`src/pkg/fhp_map.svh`:
```
`ifndef FHP_MAP_SVH
`define FHP_MAP_SVH
// Operation
// - Alternate mode: status bits 2,1 return the last written rate code.
// - Rate code 00=500K, 01=300K, 10=250K, 11=1M bits per second.
// - Legacy mode: status bits 6..0 are left undriven on reads.
// - Status bits 6..3 read as ones whenever driven.
// - Status bit 7 reads 1 while media-changed input is low.
// - Rate code keeps across software reset; hardware reset loads 10.
// - Effective rate comes from the most recent rate or configuration write.
// - First command byte fixes parameter count; execution follows last byte.
// - Command-active flag set by first byte, cleared at end of command.
// - Non-DMA modes interrupt per byte and show the request in status.
// - DMA mode only with setup DMA bit 0 and output control bit 3.
// - FIFO off: request per byte, dropped on acknowledge fall; interrupt after.
// - In DMA cycles address lines are ignored; acknowledge selects the FIFO.
// - Terminal count ends the transfer, recognised only with acknowledge low.
// - Legacy mode FIFO off: one byte at a time, request drops between.
// - Alternate mode FIFO off: threshold 0Fh, request returns when acknowledge rises.
// - FIFO reads: request when count is at least 16 minus threshold.
// - Request drops at empty, returns on trigger or after sector last byte.
// - Burst holds request until empty; otherwise drop per byte, 350 ns gap.
// - Non-burst: acknowledge pulse without read strobe counts as one byte read.
// - Threshold is four bits and counts as 0Fh with FIFO disabled.
// - Burst mode is chosen by the mode command; here the cfg_burst input selects it, and only with cfg_fifo_en set.
`define FHP_OFS_OCTL 3'h2
`define FHP_OFS_MSTAT 3'h4
`define FHP_OFS_DSR 3'h4
`define FHP_OFS_DATA 3'h5
`define FHP_OFS_ISTAT 3'h7
`define FHP_OFS_RCFG 3'h7
`define FHP_RATE_RST 2'h2
`define FHP_OCTL_RST 8'h00
`define FHP_OCTL_DMA_BIT 3
`define FHP_OCTL_NRST_BIT 2
`define FHP_ISTAT_RSV 4'hF
`define FHP_ISTAT_LEGACY_OE 8'h80
`define FHP_THR_FIFO_OFF 4'hF
`define FHP_FIFO_SPAN 5'h10
`define FHP_FIFO_DEPTH 8
`define FHP_CLK_NS 5
`define FHP_GAP_NS 350
`define FHP_GAP_CYC ((`FHP_GAP_NS + `FHP_CLK_NS - 1) / `FHP_CLK_NS)
`define FHP_OP_SPECIFY 5'h03
`define FHP_OP_RECAL 5'h07
`define FHP_OP_SEEK 5'h0F
`define FHP_OP_READ 5'h06
`define FHP_OP_SENSE 5'h08
`endif

```
`src/pkg/fhp_pkg.sv`:
```
package fhp_pkg;
   typedef enum logic [1:0] {ph_cmd, ph_exec, ph_result} fhp_phase_e;
   typedef logic [7:0] fhp_byte_t;
endpackage

```
`src/hdl/fhp_fifo.sv`:
```
module fhp_fifo #(
   parameter int WIDTH = 8,
   parameter int DEPTH = 8,
   parameter int CW = $clog2(DEPTH + 1)
) (
   input wire logic clk_sys,
   input wire logic reset,
   input wire logic clr,
   input wire logic [WIDTH-1:0] in_data,
   input wire logic in_valid,
   output logic in_ready,
   output logic [WIDTH-1:0] out_data,
   output logic out_valid,
   input wire logic out_ready,
   output logic [CW-1:0] count
);
   localparam int AW = (DEPTH > 1) ? $clog2(DEPTH) : 1;
   logic [WIDTH-1:0] mem_reg [DEPTH];
   logic [AW-1:0] wp_reg, rp_reg;
   logic [CW-1:0] cnt_reg;
   logic push, pop;

   assign in_ready = (cnt_reg != CW'(DEPTH));
   assign out_valid = (cnt_reg != '0);
   assign out_data = mem_reg[rp_reg];
   assign count = cnt_reg;
   assign push = in_valid && in_ready;
   assign pop = out_valid && out_ready;

   always_ff @(posedge clk_sys) begin
      if (push) begin
         mem_reg[wp_reg] <= in_data;
      end
   end

   always_ff @(posedge clk_sys or posedge reset) begin
      if (reset) begin
         wp_reg <= '0;
         rp_reg <= '0;
         cnt_reg <= '0;
      end else if (clr) begin
         wp_reg <= '0;
         rp_reg <= '0;
         cnt_reg <= '0;
      end else begin
         if (push) begin
            wp_reg <= (wp_reg == AW'(DEPTH - 1)) ? '0 : wp_reg + 1'b1;
         end
         if (pop) begin
            rp_reg <= (rp_reg == AW'(DEPTH - 1)) ? '0 : rp_reg + 1'b1;
         end
         if (push && !pop) begin
            cnt_reg <= cnt_reg + 1'b1;
         end else if (pop && !push) begin
            cnt_reg <= cnt_reg - 1'b1;
         end
      end
   end
endmodule

```
`src/hdl/fhp_port.sv`:
```
`include "fhp_map.svh"
module fhp_port #(
   parameter int FIFO_DEPTH = `FHP_FIFO_DEPTH,
   parameter int GAP_CYC = `FHP_GAP_CYC
) (
   input wire logic clk_sys,
   input wire logic reset,
   input wire logic [2:0] addr,
   input wire logic cs_n,
   input wire logic aen,
   input wire logic rd_n,
   input wire logic wr_n,
   input wire logic [7:0] d_in,
   output logic [7:0] d_out,
   output logic [7:0] d_oe,
   input wire logic dack_n,
   input wire logic tc,
   output logic drq,
   output logic irq,
   input wire logic media_changed_n,
   input wire logic alt_mode,
   input wire logic cfg_dma_off,
   input wire logic cfg_fifo_en,
   input wire logic [3:0] cfg_fifo_threshold,
   input wire logic cfg_burst,
   output logic [1:0] rate_code,
   output logic [7:0] cmd_byte,
   output logic cmd_strobe,
   output logic exec_start,
   input wire logic [7:0] disk_data,
   input wire logic disk_valid,
   input wire logic disk_last,
   output logic disk_ready,
   input wire logic exec_done,
   input wire logic [7:0] res_data,
   output logic [2:0] res_index,
   output logic xfer_stop
);
   localparam int CW = $clog2(FIFO_DEPTH + 1);
   localparam int GW = $clog2(GAP_CYC + 1);

   // ----------------------------------------
   // Bus strobes
   // ----------------------------------------
   logic rd_n_q, wr_n_q, dack_n_q;
   logic rd_end, wr_end, dack_fall, dack_rise, io_sel, reg_wr, reg_rd;
   logic [7:0] octl_reg;
   logic dma_mode, sw_rst;

   always_ff @(posedge clk_sys or posedge reset) begin
      if (reset) begin
         rd_n_q <= 1'b1;
         wr_n_q <= 1'b1;
         dack_n_q <= 1'b1;
      end else begin
         rd_n_q <= rd_n;
         wr_n_q <= wr_n;
         dack_n_q <= dack_n;
      end
   end

   assign rd_end = rd_n && !rd_n_q;
   assign wr_end = wr_n && !wr_n_q;
   assign dack_fall = !dack_n && dack_n_q;
   assign dack_rise = dack_n && !dack_n_q;
   assign io_sel = !cs_n && !aen;
   assign reg_wr = io_sel && wr_end;
   assign reg_rd = io_sel && rd_end;
   assign dma_mode = !cfg_dma_off && octl_reg[`FHP_OCTL_DMA_BIT];
   assign sw_rst = !octl_reg[`FHP_OCTL_NRST_BIT];

   // ----------------------------------------
   // Control registers
   // ----------------------------------------
   logic [1:0] rate_reg;

   // Rate survives software reset; only hardware reset reloads it
   always_ff @(posedge clk_sys or posedge reset) begin
      if (reset) begin
         rate_reg <= `FHP_RATE_RST;
      end else if (reg_wr && (addr == `FHP_OFS_DSR || addr == `FHP_OFS_RCFG)) begin
         rate_reg <= d_in[1:0];
      end
   end
   assign rate_code = rate_reg;

   always_ff @(posedge clk_sys or posedge reset) begin
      if (reset) begin
         octl_reg <= `FHP_OCTL_RST;
      end else if (reg_wr && addr == `FHP_OFS_OCTL) begin
         octl_reg <= d_in;
      end
   end

   // ----------------------------------------
   // Command phase sequencing
   // ----------------------------------------
   fhp_pkg::fhp_phase_e phase_reg;
   logic [4:0] op_reg;
   logic [3:0] left_reg;
   logic [2:0] res_idx_reg;
   logic active_reg, cmd_wr, cmd_last, res_rd, res_last, exec_end;
   logic [4:0] op_cur;

   function automatic logic [3:0] param_cnt(input logic [4:0] op);
      case (op)
         `FHP_OP_SPECIFY: param_cnt = 4'h2;
         `FHP_OP_RECAL: param_cnt = 4'h1;
         `FHP_OP_SEEK: param_cnt = 4'h2;
         `FHP_OP_READ: param_cnt = 4'h8;
         default: param_cnt = 4'h0;
      endcase
   endfunction

   function automatic logic [2:0] res_cnt(input logic [4:0] op);
      case (op)
         `FHP_OP_SPECIFY: res_cnt = 3'h0;
         `FHP_OP_RECAL: res_cnt = 3'h0;
         `FHP_OP_SEEK: res_cnt = 3'h0;
         `FHP_OP_READ: res_cnt = 3'h7;
         `FHP_OP_SENSE: res_cnt = 3'h2;
         default: res_cnt = 3'h1;
      endcase
   endfunction

   // Writes outside the command phase are dropped
   assign cmd_wr = reg_wr && addr == `FHP_OFS_DATA && phase_reg == fhp_pkg::ph_cmd;
   assign op_cur = active_reg ? op_reg : d_in[4:0];
   assign cmd_last = active_reg ? (left_reg == 4'h1) : (param_cnt(d_in[4:0]) == 4'h0);
   assign res_rd = reg_rd && addr == `FHP_OFS_DATA && phase_reg == fhp_pkg::ph_result;
   assign res_last = res_idx_reg == res_cnt(op_reg) - 3'h1;

   always_ff @(posedge clk_sys or posedge reset) begin
      if (reset) begin
         phase_reg <= fhp_pkg::ph_cmd;
      end else if (sw_rst) begin
         phase_reg <= fhp_pkg::ph_cmd;
      end else begin
         case (phase_reg)
            fhp_pkg::ph_cmd: begin
               if (cmd_wr && cmd_last) begin
                  phase_reg <= fhp_pkg::ph_exec;
               end
            end
            fhp_pkg::ph_exec: begin
               if (exec_end) begin
                  phase_reg <= (res_cnt(op_reg) != 3'h0) ? fhp_pkg::ph_result
                                                          : fhp_pkg::ph_cmd;
               end
            end
            fhp_pkg::ph_result: begin
               if (res_rd && res_last) begin
                  phase_reg <= fhp_pkg::ph_cmd;
               end
            end
            default: phase_reg <= fhp_pkg::ph_cmd;
         endcase
      end
   end

   always_ff @(posedge clk_sys or posedge reset) begin
      if (reset) begin
         op_reg <= 5'h00;
         left_reg <= 4'h0;
      end else if (cmd_wr) begin
         if (!active_reg) begin
            op_reg <= d_in[4:0];
            left_reg <= param_cnt(d_in[4:0]);
         end else begin
            left_reg <= left_reg - 4'h1;
         end
      end
   end

   always_ff @(posedge clk_sys or posedge reset) begin
      if (reset) begin
         active_reg <= 1'b0;
      end else if (sw_rst) begin
         active_reg <= 1'b0;
      end else if (cmd_wr) begin
         active_reg <= !(cmd_last && res_cnt(op_cur) == 3'h0);
      end else if (res_rd && res_last) begin
         active_reg <= 1'b0;
      end
   end

   always_ff @(posedge clk_sys or posedge reset) begin
      if (reset) begin
         res_idx_reg <= 3'h0;
      end else if (phase_reg != fhp_pkg::ph_result) begin
         res_idx_reg <= 3'h0;
      end else if (res_rd) begin
         res_idx_reg <= res_idx_reg + 3'h1;
      end
   end
   assign res_index = res_idx_reg;

   always_ff @(posedge clk_sys or posedge reset) begin
      if (reset) begin
         cmd_byte <= 8'h00;
         cmd_strobe <= 1'b0;
         exec_start <= 1'b0;
      end else begin
         cmd_strobe <= cmd_wr;
         exec_start <= cmd_wr && cmd_last;
         if (cmd_wr) begin
            cmd_byte <= d_in;
         end
      end
   end

   // ----------------------------------------
   // Execution data path
   // ----------------------------------------
   logic [7:0] f_data;
   logic f_valid, f_in_ready, f_pop, pop_pio, pop_dma, in_exec;
   logic [CW-1:0] f_count;
   logic tc_seen_reg, done_reg, last_pend_reg, rd_in_dack_reg;

   assign in_exec = phase_reg == fhp_pkg::ph_exec;
   assign xfer_stop = tc_seen_reg;
   assign disk_ready = f_in_ready && in_exec && !tc_seen_reg;
   assign pop_pio = reg_rd && addr == `FHP_OFS_DATA && in_exec && !dma_mode && f_valid;
   // A bare acknowledge pulse counts as one byte taken
   assign pop_dma = dma_mode && in_exec && f_valid
                 && ((rd_end && !dack_n) || (dack_rise && !rd_in_dack_reg));
   assign f_pop = pop_pio || pop_dma;
   assign exec_end = in_exec && (done_reg || tc_seen_reg) && !f_valid;

   fhp_fifo #(.WIDTH(8), .DEPTH(FIFO_DEPTH)) u_fifo (
      .clk_sys(clk_sys),
      .reset(reset),
      .clr(sw_rst || !in_exec),
      .in_data(disk_data),
      .in_valid(disk_valid && disk_ready),
      .in_ready(f_in_ready),
      .out_data(f_data),
      .out_valid(f_valid),
      .out_ready(f_pop),
      .count(f_count)
   );

   always_ff @(posedge clk_sys or posedge reset) begin
      if (reset) begin
         rd_in_dack_reg <= 1'b0;
      end else if (dack_n) begin
         rd_in_dack_reg <= 1'b0;
      end else if (rd_end) begin
         rd_in_dack_reg <= 1'b1;
      end
   end

   always_ff @(posedge clk_sys or posedge reset) begin
      if (reset) begin
         tc_seen_reg <= 1'b0;
         done_reg <= 1'b0;
      end else if (!in_exec) begin
         tc_seen_reg <= 1'b0;
         done_reg <= 1'b0;
      end else begin
         if (tc && !dack_n) begin
            tc_seen_reg <= 1'b1;
         end
         if (exec_done) begin
            done_reg <= 1'b1;
         end
      end
   end

   // Sector tail forces a request below threshold
   always_ff @(posedge clk_sys or posedge reset) begin
      if (reset) begin
         last_pend_reg <= 1'b0;
      end else if (disk_valid && disk_ready && disk_last) begin
         last_pend_reg <= 1'b1;
      end else if (!f_valid || !in_exec) begin
         last_pend_reg <= 1'b0;
      end
   end

   // ----------------------------------------
   // Transfer request
   // ----------------------------------------
   logic [3:0] eff_thr;
   logic [4:0] trig_lvl;
   logic trigger, burst_mode, req_reg, run_reg, drop, arm;
   logic [GW-1:0] gap_reg;

   // Disabled FIFO runs at threshold 0Fh: one byte is enough to request
   assign eff_thr = cfg_fifo_en ? cfg_fifo_threshold : `FHP_THR_FIFO_OFF;
   assign trig_lvl = `FHP_FIFO_SPAN - {1'b0, eff_thr};
   assign trigger = (5'(f_count) >= trig_lvl) || last_pend_reg || !f_in_ready;
   assign burst_mode = cfg_fifo_en && cfg_burst;
   assign drop = burst_mode ? (!f_valid || (f_pop && f_count == CW'(1)))
                            : (dma_mode ? dack_fall : pop_pio);
   assign arm = (trigger || run_reg) && f_valid && gap_reg == '0 && dack_n;

   always_ff @(posedge clk_sys or posedge reset) begin
      if (reset) begin
         run_reg <= 1'b0;
      end else if (!in_exec || !f_valid) begin
         run_reg <= 1'b0;
      end else if (trigger) begin
         run_reg <= 1'b1;
      end
   end

   always_ff @(posedge clk_sys or posedge reset) begin
      if (reset) begin
         gap_reg <= '0;
      end else if (f_pop && cfg_fifo_en && !cfg_burst) begin
         gap_reg <= GW'(GAP_CYC);
      end else if (gap_reg != '0) begin
         gap_reg <= gap_reg - 1'b1;
      end
   end

   always_ff @(posedge clk_sys or posedge reset) begin
      if (reset) begin
         req_reg <= 1'b0;
      end else if (!in_exec || tc_seen_reg) begin
         req_reg <= 1'b0;
      end else if (req_reg) begin
         req_reg <= !drop;
      end else begin
         req_reg <= arm && !f_pop;
      end
   end

   // ----------------------------------------
   // Interrupt and status
   // ----------------------------------------
   logic res_irq_reg;
   logic [7:0] mstat, istat, rd_mux;

   always_ff @(posedge clk_sys or posedge reset) begin
      if (reset) begin
         res_irq_reg <= 1'b0;
      end else if (exec_end && res_cnt(op_reg) != 3'h0 && !sw_rst) begin
         res_irq_reg <= 1'b1;
      end else if (res_rd || sw_rst) begin
         res_irq_reg <= 1'b0;
      end
   end

   assign drq = req_reg && dma_mode;
   assign irq = (req_reg && !dma_mode) || res_irq_reg;

   always_comb begin
      mstat = 8'h00;
      mstat[7] = phase_reg == fhp_pkg::ph_cmd || phase_reg == fhp_pkg::ph_result
               || (in_exec && req_reg && !dma_mode);
      mstat[6] = phase_reg == fhp_pkg::ph_result || (in_exec && !dma_mode);
      mstat[5] = in_exec && !dma_mode;
      mstat[4] = active_reg;
   end

   // Bit 0 reads high for the two low rates
   assign istat = {!media_changed_n, `FHP_ISTAT_RSV, rate_reg,
                   rate_reg[0] ^ rate_reg[1]};

   always_comb begin
      case (addr)
         `FHP_OFS_MSTAT: rd_mux = mstat;
         `FHP_OFS_DATA: rd_mux = in_exec ? f_data : res_data;
         `FHP_OFS_ISTAT: rd_mux = istat;
         default: rd_mux = 8'h00;
      endcase
   end

   // Legacy mode leaves the low status bits to the disk status register
   always_ff @(posedge clk_sys or posedge reset) begin
      if (reset) begin
         d_out <= 8'h00;
         d_oe <= 8'h00;
      end else if (!dack_n && !rd_n && dma_mode) begin
         d_out <= f_data;
         d_oe <= 8'hFF;
      end else if (io_sel && !rd_n && addr == `FHP_OFS_ISTAT) begin
         d_out <= rd_mux;
         d_oe <= alt_mode ? 8'hFF : `FHP_ISTAT_LEGACY_OE;
      end else if (io_sel && !rd_n && (addr == `FHP_OFS_MSTAT || addr == `FHP_OFS_DATA)) begin
         d_out <= rd_mux;
         d_oe <= 8'hFF;
      end else begin
         d_oe <= 8'h00;
      end
   end
endmodule

```
`config.mk`:
```
export PLATFORM = sky130hd
export DESIGN_NAME = fhp_port
export DESIGN_NICKNAME = d
export VERILOG_FILES = /design/src/pkg/fhp_pkg.sv /design/src/hdl/fhp_fifo.sv /design/src/hdl/fhp_port.sv
export VERILOG_INCLUDE_DIRS = /design/src /design/src/pkg
export SDC_FILE = /design/constraint.sdc
export NUM_CORES = 1
export LEC_CHECK = 0
export ABC_AREA = 1
export BUFFER_PORTS_ARGS = -buffer_cell sky130_fd_sc_hd__buf_2
export CORE_ASPECT_RATIO = 2
export CORE_MARGIN = 2
export CORE_UTILIZATION = 55
export CTS_BUF_LIST = sky130_fd_sc_hd__clkbuf_8
export CTS_CLUSTER_SIZE = 24
export DETAILED_ROUTE_END_ITERATION = 6
export PLACE_DENSITY = 0.8
export SETUP_SLACK_MARGIN = 0.02
export SYNTH_ARGS = -nofsm -noshare
export SYNTH_HDL_FRONTEND = slang
export SYNTH_SLANG_ARGS = --single-unit
```
`constraint.sdc`:
```
create_clock -name clk_sys -period 3.5 [get_ports clk_sys]
set_input_delay 0.35 -clock clk_sys [delete_from_list [all_inputs] [get_ports clk_sys]]
set_output_delay 0.35 -clock clk_sys [all_outputs]
set_load 0.02 [all_outputs]
```
==> flow_summary.toml, run 1 <==
[timing]
fin_crit_sh_pct = 69.7
hold_viol_final = 0
fmax_ghz = 0.410
setup_viol = 0
setup_slack_ns = 1.06
fin_tns_setup_ns = 0
rsz0062_at_grt = "no"
drv_slew = 0
min_period_ns = 2.44
skew_ns = 0.00893
worstMarginPinSlew_ns = 0.958
relSlewSlack_pct = 36.0

[worst_setup_path]
end_kind = "register"
crit_type = "reg2reg"
r2r_start = "u_fifo.count[0]"
r2r-end = "u_fifo.count[2]"
worstRegToRegCells = 13
cp_common_cell = "inv_1"
crit_required_ns = 3.83
worst_path_largest_cell_delay_ns = 0.42
crit_path_cell_trace = "inv_1, ha_1, inv_1, nor3_2, inv_1, nand3_1, nand2_4, inv_1, ha_1, a21oi_1, o21ai_0, o21ai_0, a21oi_1"
critPathTopFamily = "adder cells"
critPathLaunchType = "register"
crit_slowest_cell = "dfrtp_1"
arrival_ns = 2.77
critPathBufInv = 4
rrSetupSlack_ns = 1.06
cp_max_fo = 10

[min_path]
whs_endpoint = "rd_n_q"
whs_path_depth = 1
min_path_type = "in2reg"
holdCritStartpoint = "rd_n"

[power_and_ir_drop]
swShare_pct = 28.0
seqPwrFrac_pct = 49.1
power_density_nw_per_um2 = 480
comb_power_share_pct = 12.2
clkPwrFrac_pct = 38.7
p_leak_uw = 0.00348
p_int_uw = 2550
totalPowerFinal_uw = 3540
switchingPower_uw = 989
ir_drop_mv = 0.415

[routing]
vias = 5351
wire_per_inst_um = 16.6
final_antenna_net_count = 0
viasPerCell = 5.51
wl_mm = 16.2
initialDrtViolationCount = 305
drc = 0
first_pass_iters = 7

[run]
max_cap_violations = 0

[clock_tree]
cts_buffer_depth = 2
clock-sinks = 130
path_clk_slew_ns = 0.08
tritoncts = "done"
cts-htree-levels = 4
clk_latency_ns = 0.45
postCtsSetupBuffers = 0
post_cts_resized = 0
root_buffer = "clkbuf_8"
numCtsBuffers = 17

[grt]
antenna_found_initial = 0
grt_pass1_vias = 5360
grt_use_total_pct = 27.3
grt_pass1_wl_mm = 25.7
grt_overflow = 0
grt_max_degree = 46

[synth]
syn_inst = 731
yosysSeqAreaShare_pct = 55.7
synthArstFlopShare_pct = 50.8
avgSynthCellArea_um2 = 8.79
yosysUniqueCellTypes = 40
synth_seq_cells = 130
yosysWarningCount = 0
synth-edff-count = 64
ys.flop_type = "edfxtp_1"
netlist_area_um2 = 6430
synth_fp_nets = 796

[floorplan]
dieArea_um2 = 12600
core.rowCount = 55
start_util_pct = 56.6
dieWidth_um = 80.4
io_pins = 82
die_y_um = 157
coreArea_um2 = 11400

[final_layout]
syn_to_final_growth_pct = 14.7
fin_util_pct = 64.9
nets = 881
diodes = 0
drive_gt1_share_pct = 17.2
largest_register_ffs = 64

[place]
place_ws_ns = 1.12
gp_congestion = 0.946
detailed_place_hpwl_mm = 12.3
portBuffers = 81

[status]
status = "complete, no violations"
repair_timing:
item,in CTS,in global routing
hold endpoints to repair,1,0
endpoints found under the setup margin,0,0
hold buffers,1,0
per-stage QoR:
step                      cell area, um^2  cells  hold slack, ns
final                                7370    971          0.0167
after global routing                 7370    971          0.0115
after CTS                            7370    971         0.00534
after detailed placement             6930    938           0.466
after global placement               6930    938           0.459
after floorplan                      6430    731           0.354
worst max path at each step:
stage / start / endpoint / slack [ns] / depth (start not counted)
final: u_fifo.count[0] / u_fifo.count[2] / 1.06 / 13
after global routing: u_fifo.count[0] / u_fifo.count[3] / 0.91 / 14
after CTS: u_fifo.count[0] / u_fifo.count[2] / 1.11 / 13
after detailed placement: u_fifo.count[0] / u_fifo.count[2] / 1.12 / 13
after global placement: u_fifo.count[0] / u_fifo.count[2] / 1.31 / 13
after floorplan: u_fifo.count[0] / u_fifo.mem_reg[0][0] / 1.40 / 9
cell type report:
class,instances,area (um^2)
fill,924,3990
sequential,130,3580
multi-input combinational,496,2410
timing repair buffer,87,453
inverter,84,325
clock buffer,17,234
clock inverter,15,195
tap,142,178
worst reg2reg max path, cell delays in order, from the launching register on:
cell     delay, ns
dfrtp_1       0.42
inv_1         0.12
ha_1          0.22
inv_1         0.13
nor3_2        0.06
inv_1         0.13
nand3_1       0.15
nand2_4       0.17
inv_1         0.06
ha_1          0.33
a21oi_1       0.14
o21ai_0       0.13
o21ai_0       0.20
a21oi_1       0.06
power groups by stage:
stage / combinational, uW / clock [uW] / sequential (uW)
after global routing: 480 / 1440 / 1740
after global placement: 413 / 0 / 1760
after detailed placement: 427 / 0 / 1770
after CTS: 431 / 1380 / 1740
final: 430 / 1370 / 1740
after floorplan: 224 / 0 / 1800
synth_stat cells, types with 2 or more instances:
| cell | instances | area share [%] |
|---|---|---|
| inv_2 | 3 | 0.18 |
| and3_1 | 2 | 0.19 |
| inv_1 | 79 | 4.6 |
| clkinv_4 | 2 | 0.27 |
| clkbuf_1 | 3 | 0.18 |
| o21bai_1 | 8 | 0.93 |
| nand2_1 | 171 | 10 |
| dfstp_2 | 4 | 1.6 |
| nor3_1 | 10 | 0.78 |
| o21ai_1 | 28 | 2.2 |
| xnor2_1 | 2 | 0.27 |
| buf_4 | 7 | 0.82 |
| nor2_2 | 5 | 0.49 |
| nor2_1 | 106 | 6.2 |
| nand2_4 | 4 | 0.70 |
| o31ai_1 | 2 | 0.23 |
| buf_2 | 10 | 0.78 |
| nand2_2 | 2 | 0.19 |
| nand4_1 | 6 | 0.58 |
| edfxtp_1 | 64 | 30 |
| o22ai_1 | 4 | 0.39 |
| o211ai_1 | 2 | 0.23 |
| xor2_1 | 3 | 0.41 |
| a21oi_1 | 17 | 1.3 |
| o21ai_0 | 63 | 4.9 |
| dfrtp_1 | 62 | 24 |
| ha_1 | 18 | 3.5 |
| nand3_1 | 32 | 2.5 |
cells by family after synthesis:
group,count (synthesis),synth area share [%]
xor+xnor,5,0.681
compound gates,128,10.7
fa+ha+maj,18,3.50
buf+inv,105,6.89
flops,130,55.7
simple gates,345,22.5
layout by cell type, fill, tap and decap left out, types with 10 or more instances in the layout:
master    synthesis  final
nand2_1         171    171
nor2_1          106    106
buf_2            10     81
inv_1            79     78
edfxtp_1         64     64
o21ai_0          63     63
dfrtp_1          62     62
nand3_1          32     32
o21ai_1          28     28
ha_1             18     18
a21oi_1          17     17
clkbuf_8          0     17
nor3_1           10     10
routing by layer:
metal | share of wire [%] | global-route usage, % | up-vias
met4 | 4.8 | 16.9 | 0
met5 | 0 | 0 | -
met3 | 5.1 | 4.50 | 56
met2 | 56 | 50.3 | 242
li1 | - | - | 2572
met1 | 35 | 27.7 | 2481
(Power assumes the default switching activity.)
==> inputs of run 2 (changes only) <==
CORE_UTILIZATION = 54   (was 55)
PLACE_DENSITY = 0.82   (was 0.8)
clock period = 2.05 ns   (was 3.5 ns; I/O delays follow)
==> run 2 against run 1 <==
Combinational power up 90%. Highest routed layer unchanged. Cell area grew 5.8%. Critical endpoint is now phase_reg[0]. Power rose by 79%. Critical path depth down 2.
==> flow_summary.toml, run 2 (synthesis gave the netlist of run 1 again) <==
[power_and_ir_drop]
swShare_pct = 26.9
switchingPower_uw = 1700
p_leak_uw = 0.00368
comb_power_share_pct = 12.9
ir_drop_mv = 0.601
totalPowerFinal_uw = 6320
clkPwrFrac_pct = 40.2
seqPwrFrac_pct = 46.9
power_density_nw_per_um2 = 810
p_int_uw = 4620

[min_path]
holdCritStartpoint = "exec_done"
min_path_type = "in2reg"

[worst_setup_path]
worst_path_largest_cell_delay_ns = 0.42
crit_slowest_cell = "dfrtp_1"
crit_type = "reg2reg"
arrival_ns = 2.31
r2r_start = "op_reg[4]"
crit_required_ns = 2.43
critPathLaunchType = "register"
cp_common_cell = "nand3_2"
crit_path_cell_trace = "nor2_2, nand3_2, and2_1, ha_1, xor2_1, nand3_1, nor2_1, nand3_2, nand3_2, nand3_1, nand2_1"
r2r-end = "phase_reg[0]"
cp_max_fo = 4
worstRegToRegCells = 11
crit_end = "phase_reg[0]"
rrSetupSlack_ns = 0.12
critPathLaunch = "op_reg[4]"
end_kind = "register"

[routing]
initialDrtViolationCount = 313
drc = 0
final_antenna_net_count = 0
first_pass_iters = 7
wire_per_inst_um = 17.0
wl_mm = 17.1
viasPerCell = 5.47
vias = 5522

[floorplan]
die_y_um = 158
dieWidth_um = 81.1
core.rowCount = 56
start_util_pct = 54.9
dieArea_um2 = 12800
io_pins = 82
coreArea_um2 = 11700

[clock_tree]
cts_buffer_depth = 2
numCtsBuffers = 17
tritoncts = "done"
cts-htree-levels = 4
clk_latency_ns = 0.45
clock-sinks = 130
path_clk_slew_ns = 0.08
root_buffer = "clkbuf_8"

[place]
portBuffers = 81
dpl.cell_count = 966
placed_area_um2 = 7160
gp_congestion = 0.942
detailed_place_hpwl_mm = 12.4

[final_layout]
nets = 916
layout_common_cells = "nand2_1 (170), nor2_1 (101), buf_2 (81)"
largest_register_ffs = 64
final_common_cell = "nand2_1"
syn_to_final_growth_pct = 21.3
finalInstanceArea_um2 = 7790
diodes = 0
drive_gt1_share_pct = 22.2
layoutNonFillerInstCount = 1009

[timing]
relSlewSlack_pct = 61.1
worstMarginPinSlew_ns = 0.583
fmax_ghz = 0.517
rsz0062_at_grt = "yes"
skew_ns = 0.0128
fin_crit_sh_pct = 94.4
drv_slew = 0
min_period_ns = 1.93
setup_viol = 0
hold_viol_final = 0
whs_ns = 0.0127

[grt]
grt_use_total_pct = 27.8
antenna_found_initial = 0
grt_pass1_vias = 5574
grt_overflow = 0
grt_pass1_wl_mm = 26.2
grt_max_degree = 44

[run]
max_cap_violations = 0

[status]
status = "complete, no violations"
[run 2: repair_timing]
item	4_1_cts	5_1_grt
endpoints found under the setup margin	0	46
hold buffers	9	0
setup buffers	0	2
hold endpoints to repair	30	0
gates resized for setup	0	26
[run 2: metrics by stage]
step / util [%] / setup slack (ns) / setup TNS, ns
final: 66.6 / 0.115 / 0
after global placement: 61.2 / 0.111 / 0
after global routing: 66.6 / -0.0369 / -0.0603
after CTS: 65.9 / 0.0334 / 0
after detailed placement: 61.2 / 0.0561 / 0
after floorplan: - / 0.0391 / 0
[run 2: power by group through the flow]
| stage | sequential, uW | combinational, uW | clock, uW |
|---|---|---|---|
| 5_1_grt | 2970 | 902 | 2680 |
| 3_5_place_dp | 3010 | 770 | 0 |
| 3_3_place_gp | 3000 | 753 | 0 |
| 6_report | 2960 | 817 | 2540 |
| 2_1_floorplan | 3080 | 386 | 0 |
| 4_1_cts | 2960 | 793 | 2560 |
[run 2: critical path, delay by kind of cell, from the launching register on]
family | cells | cell delay, ns
flip-flops | 1 | 0.42
XOR/XNOR | 1 | 0.15
adder cells (fa/ha/maj) | 1 | 0.28
AND/OR/NAND/NOR | 9 | 1.01
[run 2: metal layers]
layer	track usage [%]	wire length [um]	share of wire (%)
met1	26.8	5660	33
met2	52.1	9550	56
met3	6.46	963	5.6
met4	15.4	959	5.6
met5	0	0	0
[run 2: worst min path at each step]
stage / end / slack [ns] / cells past startpoint
2_1_floorplan: dack_n_q / 0.21 / 0
3_3_place_gp: op_reg[0] / 0.29 / 2
3_5_place_dp: cmd_byte[3] / 0.29 / 2
4_1_cts: done_reg / 0.0008 / 3
5_1_grt: done_reg / 0.02 / 3
6_report: done_reg / 0.01 / 3
[run 2: area by class of cell]
class | instances | area (um^2)
fillers | 937 | 3910
repair buffers | 122 | 756
multi-input cells | 496 | 2490
well taps | 145 | 181
inverters | 84 | 325
clock inverters | 15 | 229
flip-flops and latches | 130 | 3580
clock buffers | 17 | 234
==> inputs of run 3 (changes only) <==
CELL_PAD_IN_SITES_DETAIL_PLACEMENT = 0   (was not set)
CELL_PAD_IN_SITES_GLOBAL_PLACEMENT = 1   (was not set)
CORE_UTILIZATION = 42   (was 54)
PLACE_DENSITY = 0.83   (was 0.82)
SYNTH_HIERARCHICAL = 1   (was not set)
==> run 3 against run 2 <==
First-iteration DRC count is 12% lower. Routed wire length is 5.4% higher. Critical path depth is 4 higher. Largest cell class unchanged. Non-clock buffer count is 30 higher. Critical path type unchanged. Final cell count is 5.1% higher. Sequential share of layout area is 1.9 points lower. Hold slack better by 0.015 ns.
==> flow_summary.toml, run 3 <==
[timing]
setup_slack_ns = 0.00416
setup_viol = 0
hold_viol_final = 0
rsz0062_at_grt = "yes"
drv_slew = 0
fin_crit_sh_pct = 99.8
relSlewSlack_pct = 70.7
min_period_ns = 2.05
skew_ns = 0.0145
worstMarginPinSlew_ns = 0.438
fmax_ghz = 0.489

[final_layout]
n_fill_cell = 1361
diodes = 0
syn_to_final_growth_pct = 25.9
multi_input_area_um2 = 2560
layout_common_cells = "nand2_1 (105), nor2_1 (101), buf_2 (81)"
seqCellArea_um2 = 3580
fin_util_pct = 53.6
final_common_cell = "nand2_1"
drive_gt1_share_pct = 27.8
layoutNonFillerInstCount = 1060
largest_register_ffs = 64
nets = 913
finalInstanceArea_um2 = 8150

[clock_tree]
cts_buffer_depth = 2
numCtsBuffers = 17
root_buffer = "clkbuf_8"
cts-htree-levels = 4
clock-sinks = 130
path_clk_slew_ns = 0.09
clk_latency_ns = 0.46
tritoncts = "done"

[power_and_ir_drop]
p_int_uw = 4630
seqPwrFrac_pct = 46.1
ir_drop_mv = 0.480
power_density_nw_per_um2 = 794
p_leak_uw = 0.00368
totalPowerFinal_uw = 6480
clkPwrFrac_pct = 38.5
swShare_pct = 28.5
comb_power_share_pct = 15.3
switchingPower_uw = 1850

[routing]
drc = 0
final_antenna_net_count = 0
initialDrtViolationCount = 275
wire_per_inst_um = 17.0
wl_mm = 18.1
first_pass_iters = 5
vias = 5544
viasPerCell = 5.23

[worst_setup_path]
cp_max_fo = 4
crit_path_cell_trace = "nor2_4, inv_2, buf_6, nor2_4, nand3_2, nand2_2, nand2_4, nand3_4, ha_4, a21o_4, a21oi_4, inv_1, nand3_1, nand3_1, nand2_1"
critPathBufInv = 3
worst_path_largest_cell_delay_ns = 0.41
end_kind = "register"
critPathTopFamily = "simple AND/OR/NAND/NOR gates"
critPathLaunchType = "register"
crit_type = "reg2reg"
arrival_ns = 2.44
crit_slowest_cell = "dfrtp_1"
crit_required_ns = 2.44

[synth]
synth-edff-count = 64
ys.flop_type = "edfxtp_1"
yosysUniqueCellTypes = 46
syn_inst = 701
yosysSeqAreaShare_pct = 55.3
yosysTopAreaCellShare_pct = 29.7
yosys-top-cells-area = "edfxtp_1 (30%), dfrtp_1 (24%), nand2_1 (6.2%), nor2_1 (6.1%), o21ai_0 (5.6%)"
yosys.cell_count.top_type = "nand2_1"
synth.top_cells.by_count = "nand2_1 (107), nor2_1 (106), o21ai_0 (73)"
avgSynthCellArea_um2 = 9.23
synth_seq_cells = 130
netlist_area_um2 = 6470
synthArstFlopShare_pct = 50.8
synth_fp_nets = 765
yosys.area.top_type = "edfxtp_1"
yosysWarningCount = 6

[grt]
antenna_found_initial = 0
grt_use_total_pct = 22.0
met1_usage_pct = 21.4
grt_max_degree = 57
grt_pass1_wl_mm = 27.9
grt_pass1_vias = 5571
met2_usage_pct = 41.9
grt_util_met3_pct = 3.86
busiest_layer = "met2"
grt_overflow = 0

[floorplan]
die_y_um = 180
coreArea_um2 = 15200
dieWidth_um = 91.8
io_pins = 82
core.rowCount = 64
start_util_pct = 42.5
dieArea_um2 = 16500

[place]
dpl.cell_count = 1006
gp_congestion = 0.984
place_ws_ns = -0.123
placed_area_um2 = 7420
detailed_place_hpwl_mm = 13.7
portBuffers = 81

[run]
max_cap_violations = 0

[min_path]
min_path_type = "in2reg"

[status]
status = "complete, no violations"
## run 3: cell count changes after synthesis, sizes merged, moves of 3 or more
cell    previous run  this run
o21bai             8         2
o22ai              4        10
o211ai             2         7
a21oi             17        13
nand3             33        50
xor2               3         6
nand2            177       116
o21ai             91        84
nor2             112       116
a31oi              0        13
## run 3: final timing paths
kind                                    end    startpoint  slack (ns)  depth (start not counted)
setup / recovery            u_fifo/count[3]  phase_reg[1]       0.004                         15
hold / removal                    xfer_stop            tc        0.03                          3
setup reg to reg            u_fifo/count[3]  phase_reg[1]       0.004                         15
hold reg to reg                 cmd_byte[6]   cmd_byte[6]        0.48                          2
max in group asynchronous            rd_n_q         reset        1.37                          4
min in group asynchronous  u_fifo/rp_reg[1]         reset        0.31                          3
## run 3: area by class of cell
type / count / share of cell area [%]
Sequential cell: 130 / 44.0
Multi-Input combinational cell: 466 / 31.4
Timing Repair Buffer: 152 / 12.3
Inverter: 82 / 3.78
Tap cell: 198 / 3.04
Clock buffer: 17 / 2.87
Clock inverter: 15 / 2.67
## run 3: stage by stage
stage | hold WS, ns | setup TNS (ns)
finish | 0.0272 | 0
CTS | 0.00153 | 0
floorplan | 0.0451 | -5.07
detailed placement | 0.239 | -6.39
global route | 0.00899 | -3.75
global placement | 0.232 | -1.97
## run 3: kinds of logic after synthesis
family | synth area share [%]
AO/OA/AOI/OAI | 12.1
buffers and inverters | 6.80
flip-flops | 55.3
XOR/XNOR | 1.22
AND/OR/NAND/NOR | 21.2
adder cells (fa/ha/maj) | 3.40
## run 3: layer usage
layer / up-vias / part of all wire [%]
li1: 2659 / -
met1: 2676 / 34
met2: 167 / 57
met3: 42 / 4.1
met4: 0 / 4.9
met5: - / 0
## run 3: timing repair
action	in CTS	in global routing
gates resized for setup	10	18
hold buffers	8	0
gates cloned	0	0
buffers inserted	2	12
setup endpoints to repair	67	71
pin swaps	4	17
hold endpoints to repair	69	0
## run 3: tightest hold or removal path, cell delays in order
cell and delay (ns):
buf_2 0.10, a21oi_1 0.06, nor2_1 0.08
## run 3: power by group through the flow
stage / Sequential [uW] / Combinational [uW] / Clock (uW)
floorplan: 3100 / 450 / 0
CTS: 2980 / 937 / 2540
detailed placement: 3030 / 905 / 0
finish: 2990 / 993 / 2500
global placement: 3030 / 884 / 0
global route: 3000 / 1090 / 2650
